--- config.mk ---
export PLATFORM = sky130hd
export DESIGN_NAME = port_reset_control
export DESIGN_NICKNAME = d
export VERILOG_FILES = /design/src/core/port_reset_control.v /design/src/core/slot_sequencer.v
export VERILOG_INCLUDE_DIRS = /design/src /design/src/common
export SDC_FILE = /design/constraint.sdc
export NUM_CORES = 1
export LEC_CHECK = 0
export ABC_AREA = 1
export BUFFER_PORTS_ARGS = -buffer_cell sky130_fd_sc_hd__buf_2
export CAP_MARGIN = 15
export CORE_ASPECT_RATIO = 1.2
export CORE_MARGIN = 2
export CORE_UTILIZATION = 35
export DETAILED_ROUTE_END_ITERATION = 10
export GPL_TIMING_DRIVEN = 0
export PLACE_DENSITY = 0.52
export RECOVER_POWER = 100
export SLEW_MARGIN = 20
export SYNTH_ARGS = -nofsm -noshare
export SYNTH_HDL_FRONTEND = slang
export SYNTH_HIERARCHICAL = 1
export SYNTH_SLANG_ARGS = --single-unit
export TNS_END_PERCENT = 100
--- constraint.sdc ---
create_clock -name core_clk -period 2.3 [get_ports core_clk]
set_clock_uncertainty 0.1 [all_clocks]
set_input_delay 0.23 -clock core_clk [delete_from_list [all_inputs] [get_ports core_clk]]
set_output_delay 0.23 -clock core_clk [all_outputs]
set_load 0.02 [all_outputs]
--- src/common/port_reset_defs.vh ---
// Purpose: Constants for the downstream port reset control block.
// Assumes: Core clock of 50 MHz; registers reached over a plain strobe port.
// Notes: Offsets are word indices on the register port.
`ifndef PORT_RESET_DEFS_VH
`define PORT_RESET_DEFS_VH
`define NUM_DS_PORTS         4
`define CLK_MHZ              50
`define MIN_PULSE_US         200
`define MIN_PULSE_CYC        (`MIN_PULSE_US * `CLK_MHZ)
// Pulse counter load value, one less than the minimum pulse in cycles.
`define MIN_PULSE_LOAD       14'h270F
`define REG_UP_BRIDGE_CTL    4'h0
`define REG_HOTPLUG_CFG      4'h1
`define REG_SLOT_CTL         4'h2
`define REG_PORT_BRIDGE_CTL  4'h3
`define REG_STATUS           4'h4
`define REG_DELAYS           4'h5
`define REG_PIN_ENABLE       4'h6
`define UP_SECONDARY_RESET_REQUEST_BIT        6
`define MODE_PWR_EN          2'h0
`define MODE_PWR_GOOD        2'h1
`define MODE_HOT_RESET       2'h2
`define DELAY_W              16
`define POWER_TO_RESET_DELAY_RESET        16'h0064
`define RESET_TO_POWER_DELAY_RESET        16'h0064
`define SLOT_CTL_RESET       4'hF
`endif

--- src/core/port_reset_control.v ---
// Purpose: Secondary bus reset control and downstream reset outputs.
// Assumes: Link-up, hot reset and power-good arrive as pins; synchronised.
// Notes: Register port reads return data one cycle after the strobe.
//
// Local design decisions: the register addresses and the plain strobed port.
`timescale 1ns/1ps
`include "port_reset_defs.vh"
module port_reset_control (
	input  wire                       core_clk,
	input  wire                       reset,
	input  wire [3:0]                 reg_addr,
	input  wire [31:0]                reg_wdata,
	input  wire                       reg_wr,
	input  wire                       reg_rd,
	output reg  [31:0]                reg_rdata_q,
	input  wire                       smbus_rd,
	input  wire [3:0]                 smbus_addr,
	output reg  [31:0]                smbus_rdata_q,
	input  wire                       hot_reset_in,
	input  wire [`NUM_DS_PORTS-1:0]   link_up_in,
	input  wire [`NUM_DS_PORTS-1:0]   slot_power_good_n,
	output reg  [`NUM_DS_PORTS-1:0]   ts1_hot_reset_q,
	output reg  [`NUM_DS_PORTS-1:0]   ds_reg_reset_q,
	output reg  [`NUM_DS_PORTS-1:0]   queue_flush_q,
	output reg  [`NUM_DS_PORTS-1:0]   ds_logic_reset_q,
	output reg  [`NUM_DS_PORTS-1:0]   ur_secondary_q,
	output reg                        up_link_hold_q,
	output reg  [`NUM_DS_PORTS-1:0]   slot_power_enable_out,
	output reg  [`NUM_DS_PORTS-1:0]   port_reset_out_n,
	output reg  [`NUM_DS_PORTS-1:0]   port_reset_oe
);
	localparam N = `NUM_DS_PORTS;
	reg [N-1:0]          link_s1_q;
	reg [N-1:0]          link_s2_q;
	reg [N-1:0]          pg_s1_q;
	reg [N-1:0]          pg_s2_q;
	reg                  hot_s1_q;
	reg                  hot_s2_q;
	reg                  up_secondary_reset_request_q;
	reg [N-1:0]          ds_secondary_reset_request_q;
	reg [1:0]            reset_output_mode_q;
	reg [N-1:0]          slot_power_off_ctl_q;
	reg [`DELAY_W-1:0]   power_to_reset_delay_q;
	reg [`DELAY_W-1:0]   reset_to_power_delay_q;
	reg [N-1:0]          pin_enable_q;
	reg [N-1:0]          up_ts1_sent_q;
	reg [N-1:0]          ds_ts1_sent_q;
	wire [N-1:0]         power_en;
	wire [N-1:0]         rst_asserted;
	wire [N-1:0]         port_held;
	reg  [31:0]          rd_mux;
	reg  [31:0]          smb_mux;
	assign port_held = {N{up_secondary_reset_request_q}} | ds_secondary_reset_request_q;
	// Pin inputs pass two flops before any logic looks at them.
	always @(posedge core_clk) begin
		if (reset) begin
			link_s1_q <= {N{1'b0}};
			link_s2_q <= {N{1'b0}};
			pg_s1_q   <= {N{1'b1}};
			pg_s2_q   <= {N{1'b1}};
			hot_s1_q  <= 1'b0;
			hot_s2_q  <= 1'b0;
		end else begin
			link_s1_q <= link_up_in;
			link_s2_q <= link_s1_q;
			pg_s1_q   <= slot_power_good_n;
			pg_s2_q   <= pg_s1_q;
			hot_s1_q  <= hot_reset_in;
			hot_s2_q  <= hot_s1_q;
		end
	end
	// Register writes. Slot bits take writes even under hold; only the SMBus read shows them at default.
	always @(posedge core_clk) begin
		if (reset) begin
			up_secondary_reset_request_q            <= 1'b0;
			ds_secondary_reset_request_q            <= {N{1'b0}};
			reset_output_mode_q    <= `MODE_PWR_EN;
			slot_power_off_ctl_q   <= `SLOT_CTL_RESET;
			power_to_reset_delay_q <= `POWER_TO_RESET_DELAY_RESET;
			reset_to_power_delay_q <= `RESET_TO_POWER_DELAY_RESET;
			pin_enable_q           <= {N{1'b0}};
		end else if (reg_wr) begin
			if (reg_addr == `REG_UP_BRIDGE_CTL) begin
				up_secondary_reset_request_q <= reg_wdata[`UP_SECONDARY_RESET_REQUEST_BIT];
			end else if (reg_addr == `REG_HOTPLUG_CFG) begin
				reset_output_mode_q <= reg_wdata[1:0];
			end else if (reg_addr == `REG_SLOT_CTL) begin
				slot_power_off_ctl_q <= reg_wdata[N-1:0];
			end else if (reg_addr == `REG_PORT_BRIDGE_CTL) begin
				ds_secondary_reset_request_q <= reg_wdata[N-1:0];
			end else if (reg_addr == `REG_DELAYS) begin
				power_to_reset_delay_q <= reg_wdata[15:0];
				reset_to_power_delay_q <= reg_wdata[31:16];
			end else if (reg_addr == `REG_PIN_ENABLE) begin
				pin_enable_q <= reg_wdata[N-1:0];
			end
		end
	end
	always @* begin
		rd_mux = 32'h00000000;
		if (reg_addr == `REG_UP_BRIDGE_CTL) begin
			rd_mux[`UP_SECONDARY_RESET_REQUEST_BIT] = up_secondary_reset_request_q;
		end else if (reg_addr == `REG_HOTPLUG_CFG) begin
			rd_mux[1:0] = reset_output_mode_q;
		end else if (reg_addr == `REG_SLOT_CTL) begin
			rd_mux[N-1:0] = slot_power_off_ctl_q;
		end else if (reg_addr == `REG_PORT_BRIDGE_CTL) begin
			rd_mux[N-1:0] = ds_secondary_reset_request_q;
		end else if (reg_addr == `REG_STATUS) begin
			rd_mux = {16'h0000, rst_asserted, power_en, link_s2_q, port_held};
		end else if (reg_addr == `REG_DELAYS) begin
			rd_mux = {reset_to_power_delay_q, power_to_reset_delay_q};
		end else if (reg_addr == `REG_PIN_ENABLE) begin
			rd_mux[N-1:0] = pin_enable_q;
		end
	end
	// The slave SMBus decodes its own address, independent of the
	// register port. The slot control field reads as its default under upstream hold.
	always @* begin
		smb_mux = 32'h00000000;
		if (smbus_addr == `REG_UP_BRIDGE_CTL) begin
			smb_mux[`UP_SECONDARY_RESET_REQUEST_BIT] = up_secondary_reset_request_q;
		end else if (smbus_addr == `REG_HOTPLUG_CFG) begin
			smb_mux[1:0] = reset_output_mode_q;
		end else if (smbus_addr == `REG_SLOT_CTL) begin
			if (up_secondary_reset_request_q)
				smb_mux[N-1:0] = `SLOT_CTL_RESET;
			else
				smb_mux[N-1:0] = slot_power_off_ctl_q;
		end else if (smbus_addr == `REG_PORT_BRIDGE_CTL) begin
			smb_mux[N-1:0] = ds_secondary_reset_request_q;
		end else if (smbus_addr == `REG_STATUS) begin
			smb_mux = {16'h0000, rst_asserted, power_en, link_s2_q,
				port_held};
		end else if (smbus_addr == `REG_DELAYS) begin
			smb_mux = {reset_to_power_delay_q, power_to_reset_delay_q};
		end else if (smbus_addr == `REG_PIN_ENABLE) begin
			smb_mux[N-1:0] = pin_enable_q;
		end
	end
	always @(posedge core_clk) begin
		if (reset) begin
			reg_rdata_q   <= 32'h00000000;
			smbus_rdata_q <= 32'h00000000;
		end else begin
			reg_rdata_q   <= reg_rd ? rd_mux : 32'h00000000;
			smbus_rdata_q <= smbus_rd ? smb_mux : 32'h00000000;
		end
	end
	genvar g;
	generate
		for (g = 0; g < N; g = g + 1) begin : g_port
			wire held_hot = hot_s2_q | port_held[g];
			slot_sequencer u_seq (
				.core_clk       (core_clk),
				.reset          (reset),
				.mode           (reset_output_mode_q),
				.power_off_req  (slot_power_off_ctl_q[g] | up_secondary_reset_request_q),
				.power_good     (!pg_s2_q[g]),
				.hot_cond       (held_hot),
				.power_to_reset_delay        (power_to_reset_delay_q),
				.reset_to_power_delay        (reset_to_power_delay_q),
				.power_en_q     (power_en[g]),
				.rst_asserted_q (rst_asserted[g])
			);
			always @(posedge core_clk) begin
				if (reset) begin
					ts1_hot_reset_q[g]       <= 1'b0;
					up_ts1_sent_q[g]         <= 1'b0;
					ds_ts1_sent_q[g]         <= 1'b0;
					ds_reg_reset_q[g]        <= 1'b0;
					queue_flush_q[g]         <= 1'b0;
					ds_logic_reset_q[g]      <= 1'b0;
					ur_secondary_q[g]        <= 1'b0;
					slot_power_enable_out[g] <= 1'b0;
					port_reset_out_n[g]      <= 1'b0;
					port_reset_oe[g]         <= 1'b0;
				end else begin
					up_ts1_sent_q[g] <= up_secondary_reset_request_q;
					ds_ts1_sent_q[g] <= ds_secondary_reset_request_q[g];
					// TS1 is sent once per reset entry while the link is up.
					ts1_hot_reset_q[g] <= link_s2_q[g] &
						((up_secondary_reset_request_q & !up_ts1_sent_q[g]) |
						(ds_secondary_reset_request_q[g] & !ds_ts1_sent_q[g]));
					ds_reg_reset_q[g]   <= up_secondary_reset_request_q;
					queue_flush_q[g]    <= port_held[g];
					ds_logic_reset_q[g] <= port_held[g];
					ur_secondary_q[g]   <= port_held[g];
					slot_power_enable_out[g] <= power_en[g];
					port_reset_out_n[g]      <= !rst_asserted[g];
					port_reset_oe[g]         <= pin_enable_q[g];
				end
			end
		end
	endgenerate
	// Upstream port is never held by any secondary bus reset.
	always @(posedge core_clk) begin
		if (reset)
			up_link_hold_q <= 1'b0;
		else
			up_link_hold_q <= 1'b0;
	end
endmodule // port_reset_control

--- src/core/slot_sequencer.v ---
// Purpose: Per-port slot power and reset output sequencer.
// Assumes: Power-good input already synchronised, active high here.
// Notes: Delays count core clock cycles.
`timescale 1ns/1ps
`include "port_reset_defs.vh"
module slot_sequencer (
	input  wire                  core_clk,
	input  wire                  reset,
	input  wire [1:0]            mode,
	input  wire                  power_off_req,
	input  wire                  power_good,
	input  wire                  hot_cond,
	input  wire [`DELAY_W-1:0]   power_to_reset_delay,
	input  wire [`DELAY_W-1:0]   reset_to_power_delay,
	output reg                   power_en_q,
	output reg                   rst_asserted_q
);
	localparam S_OFF     = 3'h0;
	localparam S_PWR_UP  = 3'h1;
	localparam S_RUN     = 3'h2;
	localparam S_PWR_DN  = 3'h3;
	localparam S_HOLD    = 3'h4;
	reg [2:0]          state_q;
	reg [`DELAY_W-1:0] delay_q;
	reg [13:0]         pulse_q;
	wire pulse_done = (pulse_q == 14'h0000);
	wire hot_mode = (mode == `MODE_HOT_RESET);
	always @(posedge core_clk) begin
		if (reset) begin
			state_q        <= S_OFF;
			delay_q        <= {`DELAY_W{1'b0}};
			pulse_q        <= `MIN_PULSE_LOAD;
			power_en_q     <= 1'b0;
			rst_asserted_q <= 1'b1;
		end else begin
			if (!pulse_done)
				pulse_q <= pulse_q - 14'h0001;
			if (hot_mode) begin
				// Power still follows power_off_req (slot control bit or upstream hold), without sequencing.
				power_en_q <= !power_off_req;
				// The state follows the pin, so that a later mode change
				// does not glitch the reset of a slot that is running.
				state_q    <= S_OFF;
				if (hot_cond) begin
					if (!rst_asserted_q)
						pulse_q <= `MIN_PULSE_LOAD;
					rst_asserted_q <= 1'b1;
				end else if (pulse_done) begin
					rst_asserted_q <= 1'b0;
					if (!power_off_req)
						state_q <= S_RUN;
				end
			end else begin
				case (state_q)
				S_OFF: begin
					rst_asserted_q <= 1'b1;
					if (!rst_asserted_q)
						pulse_q <= `MIN_PULSE_LOAD;
					power_en_q     <= 1'b0;
					if (!power_off_req) begin
						power_en_q <= 1'b1;
						delay_q    <= power_to_reset_delay;
						state_q    <= S_PWR_UP;
					end
				end
				S_PWR_UP: begin
					if (power_off_req) begin
						delay_q <= reset_to_power_delay;
						state_q <= S_PWR_DN;
					end else if (mode == `MODE_PWR_GOOD && !power_good) begin
						delay_q <= power_to_reset_delay;
					end else if (delay_q != {`DELAY_W{1'b0}}) begin
						delay_q <= delay_q - 1'b1;
					end else if (pulse_done) begin
						rst_asserted_q <= 1'b0;
						state_q        <= S_RUN;
					end
				end
				S_RUN: begin
					if (power_off_req) begin
						rst_asserted_q <= 1'b1;
						pulse_q        <= `MIN_PULSE_LOAD;
						delay_q        <= reset_to_power_delay;
						state_q        <= S_PWR_DN;
					end else if (mode == `MODE_PWR_GOOD && !power_good) begin
						rst_asserted_q <= 1'b1;
						pulse_q        <= `MIN_PULSE_LOAD;
						delay_q        <= power_to_reset_delay;
						state_q        <= S_PWR_UP;
					end
				end
				S_PWR_DN: begin
					rst_asserted_q <= 1'b1;
					if (delay_q != {`DELAY_W{1'b0}}) begin
						delay_q <= delay_q - 1'b1;
					end else begin
						power_en_q <= 1'b0;
						state_q    <= S_OFF;
					end
				end
				default: state_q <= S_OFF;
				endcase
			end
		end
	end
endmodule // slot_sequencer

==> results of run 1 <==
-- through the flow --
step / setup slack (ps) / total power [W] / hold slack, ps
3_5_place_dp: -344 / 0.0199 / 293
5_1_grt: -3.68 / 0.0282 / 37.0
6_report: 35.3 / 0.0261 / 29.9
2_1_floorplan: 450 / 0.0163 / 199
3_3_place_gp: -353 / 0.0198 / 293
4_1_cts: -6.03 / 0.0259 / 3.05
-- sequential cells by signal, summed over array words and instances, names as in the netlist, 8 cells and up --
name and cells:
g_port.u_seq/delay_q 64, g_port.u_seq/pulse_q 56, g_port.u_seq/state_q 8, power_to_reset_delay_q 16
reg_rdata_q 32, reset_to_power_delay_q 16, smbus_rdata_q 32
-- cell families (layout without fill, tap and decap cells) --
logic type | count (synthesis) | after routing | share of synthesized area
simple gates | 1403 | 1403 | 0.364
other cells | 1 | 2 | 0.000216
compound gates | 530 | 530 | 0.169
buf+inv | 407 | 665 | 0.101
xor+xnor | 18 | 18 | 0.00908
flops | 290 | 290 | 0.334
fa+ha+maj | 31 | 31 | 0.0223
-- metal layers --
layer | routed length, um | part of all wire
met1 | 28300 | 0.42
met5 | 7 | 0.00011
met4 | 3250 | 0.049
met2 | 30700 | 0.46
met3 | 4330 | 0.065
-- worst max path at each step --
| stage | from | to | slack, ps |
|---|---|---|---|
| floorplan | up_secondary_reset_request_q | g_port[1].u_seq/delay_q[6] | 450 |
| global placement | reset_output_mode_q[0] | g_port[2].u_seq/delay_q[12] | -350 |
| detailed placement | reset_output_mode_q[1] | g_port[3].u_seq/pulse_q[1] | -340 |
| CTS | up_secondary_reset_request_q | g_port[0].u_seq/delay_q[6] | -6 |
| global route | up_secondary_reset_request_q | g_port[1].u_seq/delay_q[13] | -4 |
| finish | reset | reg_rdata_q[8] | 40 |
-- layout make-up --
| type | instances | area (um^2) | area share |
|---|---|---|---|
| multi-input combinational | 1983 | 9840 | 0.479 |
| sequential | 290 | 5820 | 0.283 |
| inverter | 306 | 1160 | 0.0566 |
| timing repair buffer | 199 | 1120 | 0.0546 |
| clock buffer | 45 | 996 | 0.0485 |
| tap | 637 | 797 | 0.0388 |
| buffer | 100 | 613 | 0.0298 |
| clock inverter | 15 | 199 | 0.00968 |
| antenna | 1 | 2.50 | 0.000122 |
-- power groups by stage --
stage          Combinational, W  Sequential, W  Clock [W]
6_report                 0.0139        0.00633    0.00582
5_1_grt                  0.0156        0.00641    0.00619
2_1_floorplan            0.0102        0.00616          0
3_5_place_dp             0.0135        0.00641          0
4_1_cts                  0.0136        0.00630    0.00597
3_3_place_gp             0.0134        0.00641          0
-- worst reg2reg max path: cells and delay by family (launching register included) --
family,cells,cell delay [ps]
buf+inv,4,440
flops,1,550
compound gates,2,200
simple gates,7,840
-- cells in the mapped netlist, drive strengths merged --
cell,number,area share
dlygate4sd1,2,0.0010
inv,301,0.065
a21boi,2,0.00086
nor3,35,0.013
a211oi,7,0.0030
o21bai,14,0.0061
dfxtp,290,0.33
and3,1,0.00036
o32ai,5,0.0025
a31o,1,0.00050
xnor2,3,0.0015
clkinv,5,0.0012
o21ai,192,0.056
o221ai,1,0.00050
nand3,168,0.051
o41ai,1,0.00050
nor4,4,0.0014
xor2,15,0.0076
a21o,5,0.0022
o211ai,29,0.013
nand4,45,0.018
o22ai,5,0.0018
ha,31,0.022
o2111ai,2,0.0010
buf,62,0.025
or2,34,0.012
conb,1,0.00022
o21a,6,0.0030
o31ai,3,0.0019
nor3b,1,0.00043
a41oi,1,0.00050
nor2,357,0.091
clkbuf,37,0.0086
a31oi,6,0.0022
nand2,751,0.17
nand3b,7,0.0037
a21oi,250,0.073
-- timing repair --
item,CTS,global route
endpoints found under the hold margin,63,0
endpoints found under the setup margin,97,77
pin swaps,1,1
setup buffers,2,4
gates resized for setup,12,31
hold buffers,47,0
==> key figures, run 1 <==
STA
  • Final setup violation count: 0
  • Final Max Slew Viols: 0
  • Hold Vio Cnt, Final: 0
  • RSZ-0062 raised after global routing: true
  • Min cycle time layout: 2260 ps
  • Slew @ Worst Pin: between 800 and 900 ps
  • Slew HR: 0.407
  • Post-route setup TNS: 0 ps
  • F_max: approximately 0.44 GHz
  • Crit share post-route: 0.985

Yosys
  • Count of cell types in the netlist: 64
  • Synthesized area: 0.0174 mm^2
  • Seq/Total Area, Yosys: 0.334
  • Syn nets: 2765
  • Synth warnings: 6
  • Post-Syn Area per Cell: 6.48 um^2
  • Seq cells post-synth: 290
  • Cell count after synthesis: around 2700

Floorplan
  • Core ar.: a little under 0.05 mm^2
  • Vert. Die Dim: approximately 250 um
  • FP Rows: slightly below 90
  • Initial Util: 0.354
  • Ports: between 150 and 200
  • Die area: roughly 0.051 mm^2
  • Die X: 207 um

Drt
  • Routed len/inst: 18.6 um
  • Routed wire length: around 67000 um
  • Drt pass-1 iters: 5
  • Drt via density: roughly 5
  • Post-route ant nets: 0
  • First DRT Iteration DRCs: between 1000 and 1500
  • Vias: between 15000 and 20000
  • DRC Markers: 0

GRT
  • Busiest grt layer: met2
  • Largest net degree at the start of global routing: 13
  • Vias in the first global route: roughly 18000
  • M3 GR Usage: 0.0522
  • Initial antenna violation count: 3
  • First-pass GRT wire length: 102000 um
  • Met1 Use GR: 0.316
  • Grt met2 use: 0.428
  • Gr ovfl total: 0
  • GRT Util Overall: 0.256

Cells and area
  • Finished Layout Cells: between 3000 and 4000
  • Area growth syn-to-layout: 18.3%
  • Final Cell Area: a little over 0.02 mm^2
  • Final Util: 0.418
  • Commonest non-fill, non-tap cell in the layout: nand2_1
  • Most frequent cells in the layout: 715 x nand2_1, 296 x nor2_1, 284 x dfxtp_1, 277 x inv_1, 241 x a21oi_1
  • Nets: between 3000 and 4000
  • Share of cells above drive strength 1: 0.128
  • Final-layout fill cell count: approximately 5300

Worst setup path
  • Crit path max fanout: 10
  • R2R Path End: g_port[2].u_seq/delay_q[12]
  • Worst-path cell chain: dlygate4sd3_1, buf_2, buf_2, inv_1, nand2_1, nor2_4, nand2_1, buf_2, o32ai_1
  • CP delay by family, top: buffers and inverters
  • Cell mode on critical path: buf_2
  • Max stage delay cell, worst path: dlygate4sd3_1
  • R2R setup slack: approximately 90 ps
  • Worst path bufs/invs: 5
  • Critical path arrival: roughly 2600 ps
  • Crit end category: register
  • R2r startpoint: reset_output_mode_q[0]
  • Critical Path Max Stage Delay: approximately 530 ps
  • Nature of the critical path startpoint: input pin
  • Critical Path RT: 2620 ps
  • Critical path class: in2reg
  • Worst reg2reg path depth: 13
  • CP Depth: 9

Min path
  • Min-Delay Endpoint: smbus_rdata_q[4]
  • Worst hold stages: 4
  • Min-delay src: smbus_addr[1]
  • Worst min-delay path category: in2reg

Placement
  • Port Buffer Count: 146
  • Placed cells: 3463
  • Post-DP Area: around 0.019 mm^2
  • Final GP Congestion: around 0.94
  • HPWL after detailed placement: ~50000 um

Pwr
  • Internal power: roughly 0.014 W
  • Switch share: 0.476
  • Leakage: slightly above 9 nW
  • Reg power frac: 0.243
  • Combinational share of power: 0.534
  • P_sw: ~0.012 W
  • Clk pwr share: 0.224
  • Max VDD drop: ~0.77 mV
  • Cell Pwr Density: between 1000 and 1500 mW/mm^2

CTS
  • Root buffer cell: clkbuf_16
  • Clock buffer depth: 3
  • Clock transition at the registers of the reported paths: about 60 ps
  • Clk Latency, worst-skew pair: approximately 570 ps
  • TritonCTS Buffers: 36
  • H-tree depth: 2
  • Sink Count: 290
  • CTS tree: done

Status
  • Status: finished clean

Flow run
  • Number of max-cap violations: 0
Power figures use the tool's default switching activity.
==> inputs of run 2 (changes only) <==
--- a/config.mk
+++ b/config.mk
@@ -13,7 +13,7 @@
 export CORE_MARGIN = 2
 export CORE_UTILIZATION = 35
 export DETAILED_ROUTE_END_ITERATION = 10
-export GPL_TIMING_DRIVEN = 0
+export GPL_TIMING_DRIVEN = 1
 export PLACE_DENSITY = 0.52
 export RECOVER_POWER = 100
 export SLEW_MARGIN = 20
==> run 2 against run 1 <==
  * The run now ends with max-capacitance violations, max-slew violations left
  * Clock power barely moved
  * Register-to-register slack barely moved
  * First-iteration DRC count rose by 6.1%
  * Largest power group unchanged
==> key figures, run 2 (synthesis results as in run 1) <==
Cells and area
  • Finished Layout Cells: 3583 (+0.20%)
  • Ant diodes: 0 (-1)
  • Nets: 3005 (+0.13%)
  • Max reg flops: 64 (unchanged)
  • Most frequent cells in the layout: 716 x nand2_1, 304 x nor2_1, 289 x dfxtp_1, 277 x inv_1, 246 x a21oi_1
  • Top Registers: g_port.u_seq/delay_q: 64 flops, g_port.u_seq/pulse_q: 56 flops
  • Commonest non-fill, non-tap cell in the layout: nand2_1
  • Share of cells above drive strength 1: 0.130 (+0.00237)
  • Top reg by flops: g_port.u_seq/delay_q
  • Area growth syn-to-layout: 18.6%
  • Final-layout fill cell count: 5248 (-1.7%)
  • Final Cell Area: 0.0206 mm^2 (+0.27%)

CTS
  • CTS tree: done
  • H-tree depth: 2 (unchanged)
  • Sink Count: 290 (unchanged)
  • Clock transition at the registers of the reported paths: 60 ps (about the same)
  • Clk Latency, worst-skew pair: 560 ps (about the same)
  • TritonCTS Buffers: 35 (-2.8%)
  • Root buffer cell: clkbuf_16
  • Clock buffer depth: 3 (unchanged)

Worst setup path
  • Critical Path Max Stage Delay: 450 ps (-80 ps)
  • Crit end category: register
  • Crit path max fanout: 10 (unchanged)
  • Worst reg2reg path depth: 8 (-5)
  • Critical path arrival: 2520 ps (-70 ps)
  • Worst path bufs/invs: 3 (-2)
  • Worst-path cell chain: buf_4, nor2_2, nand2_1, o21ai_0, nor2_1, buf_4, inv_1, a211oi_1
  • Critical Path RT: 2620 ps (about the same)
  • Cell mode on critical path: buf_4
  • Nature of the critical path startpoint: register
  • CP Depth: 8 (-1)
  • Max stage delay cell, worst path: dfxtp_1
  • CP delay by family, top: simple AND/OR/NAND/NOR gates
  • Critical path class: reg2reg

Flow run
  • Number of max-cap violations: 1 (+1)

Min path
  • Worst min-delay path category: in2reg
  • Worst hold stages: 2 (-2)

GRT
  • Gr ovfl total: 0 (unchanged)
  • First-pass GRT wire length: 98900 um (-3.5%)
  • Initial antenna violation count: 0 (-3)
  • Largest net degree at the start of global routing: 37 (+24)
  • GRT Util Overall: 0.246 (-0.00957)
  • Vias in the first global route: 17200 (-3.0%)

Pwr
  • Leakage: 9.21 nW (+1.2%)
  • Switch share: 0.472 (-0.00366)
  • Cell Pwr Density: 1250 mW/mm^2 (-1.8%)
  • Max VDD drop: 0.915 mV (+19%)
  • Reg power frac: 0.246 (+0.003)
  • Clk pwr share: 0.228 (+0.004)
  • Final Power: 0.0257 W (-1.5%)
  • P_sw: 0.0121 W (-2.3%)
  • Combinational share of power: 0.526 (-0.008)
  • Internal power: 0.0136 W (-0.81%)

STA
  • Min cycle time layout: 2200 ps (-68.0 ps)
  • Hold Vio Cnt, Final: 0 (unchanged)
  • Final Max Slew Viols: 11 (+11)
  • RSZ-0062 raised after global routing: false
  • Slew @ Worst Pin: 1600 ps (+712 ps)
  • Post-route setup TNS: 0 ps (unchanged)
  • Fin worst setup slack: 103 ps (+68.0 ps)
  • Final setup violation count: 0 (unchanged)
  • F_max: 0.455 GHz (+3.1%)
  • Slew HR: -0.0751 (-0.482)
  • Crit share post-route: 0.955 (-0.0296)

Floorplan
  • FP Rows: 89 (unchanged)
  • Vert. Die Dim: 248 um (unchanged)
  • Die area: 0.0514 mm^2 (unchanged)
  • Die X: 207 um (unchanged)
  • Core ar.: 0.0491 mm^2 (unchanged)
  • Ports: 151 (unchanged)
  • Initial Util: 0.354 (unchanged)

Drt
  • Drt via density: 5.14 (about the same)
  • DRC Markers: 0 (unchanged)
  • Vias: 18400 (+0.22%)
  • Post-route ant nets: 0 (unchanged)
  • Routed len/inst: 18.2 um (-2.4%)
  • First DRT Iteration DRCs: 1475 (+6.1%)
  • Routed wire length: 65100 um (-2.2%)
  • Drt pass-1 iters: 5 (unchanged)

Placement
  • Post-DP Area: 0.0191 mm^2 (+1.1%)
  • Placed cells: 3465 (+0.058%)
  • HPWL after detailed placement: 48200 um (-3.0%)
  • Setup WS pre-CTS: 110 ps (+454 ps)
  • Final GP Congestion: 0.926 (-1.7%)
  • Port Buffer Count: 149 (+2.1%)

Status
  • Violated checks: max-capacitance violations, max-slew violations
  • Status: finished with violations
run 2: power groups by stage:
stage          combinational (W)  sequential (W)  clock (W)
6_report                  0.0135         0.00631    0.00584
5_1_grt                   0.0151         0.00639    0.00619
4_1_cts                   0.0133         0.00629    0.00599
3_5_place_dp              0.0132         0.00640          0
3_3_place_gp              0.0131         0.00639          0
2_1_floorplan             0.0102         0.00616          0
run 2: worst reg2reg max path: stages (launching register included):
cell      delay (ps)
dfxtp_1          450
buf_4            230
nor2_2           420
nand2_1          120
o21ai_0          300
nor2_1            90
buf_4            170
inv_1            120
a211oi_1          60
run 2: cell type report:
class                   count  area, um^2  share of cell area
inverters                 306        1150              0.0561
multi-input cells        1985        9760               0.474
clock buffers              48         975              0.0473
repair buffers            302        1880              0.0910
flip-flops and latches    290        5810               0.282
clock inverters            15         230              0.0112
well taps                 637         797              0.0387
run 2: metrics by stage:
step,util,hold slack (ps)
after floorplan,-,199
after global placement,0.389,292
after detailed placement,0.389,295
after CTS,0.423,0.0755
after global routing,0.419,29.2
final,0.419,28.3
run 2: final timing paths:
check	slack [ps]	to	startpoint
setup / recovery	100	g_port[3].u_seq/pulse_q[6]	reset_output_mode_q[0]
hold / removal	30	g_port[1].u_seq/state_q[0]	reset
setup reg to reg	100	g_port[3].u_seq/pulse_q[6]	reset_output_mode_q[0]
hold reg to reg	300	link_s2_q[3]	link_s1_q[3]
run 2: timing repair:
| action | 4_1_cts | 5_1_grt |
|---|---|---|
| buffers inserted | 0 | 6 |
| resized for setup | 0 | 6 |
| hold buffers | 47 | 0 |
| endpoints found under the hold margin | 58 | 0 |
| setup endpoints to repair | 0 | 24 |
run 2: routing by layer:
layer / up-vias / global-route usage / wire length, um
met5: - / 0 / 0
met4: 0 / 0.105 / 2820
met3: 125 / 0.0473 / 5040
met2: 667 / 0.395 / 28700
met1: 8494 / 0.324 / 28500
li1: 9124 / - / -
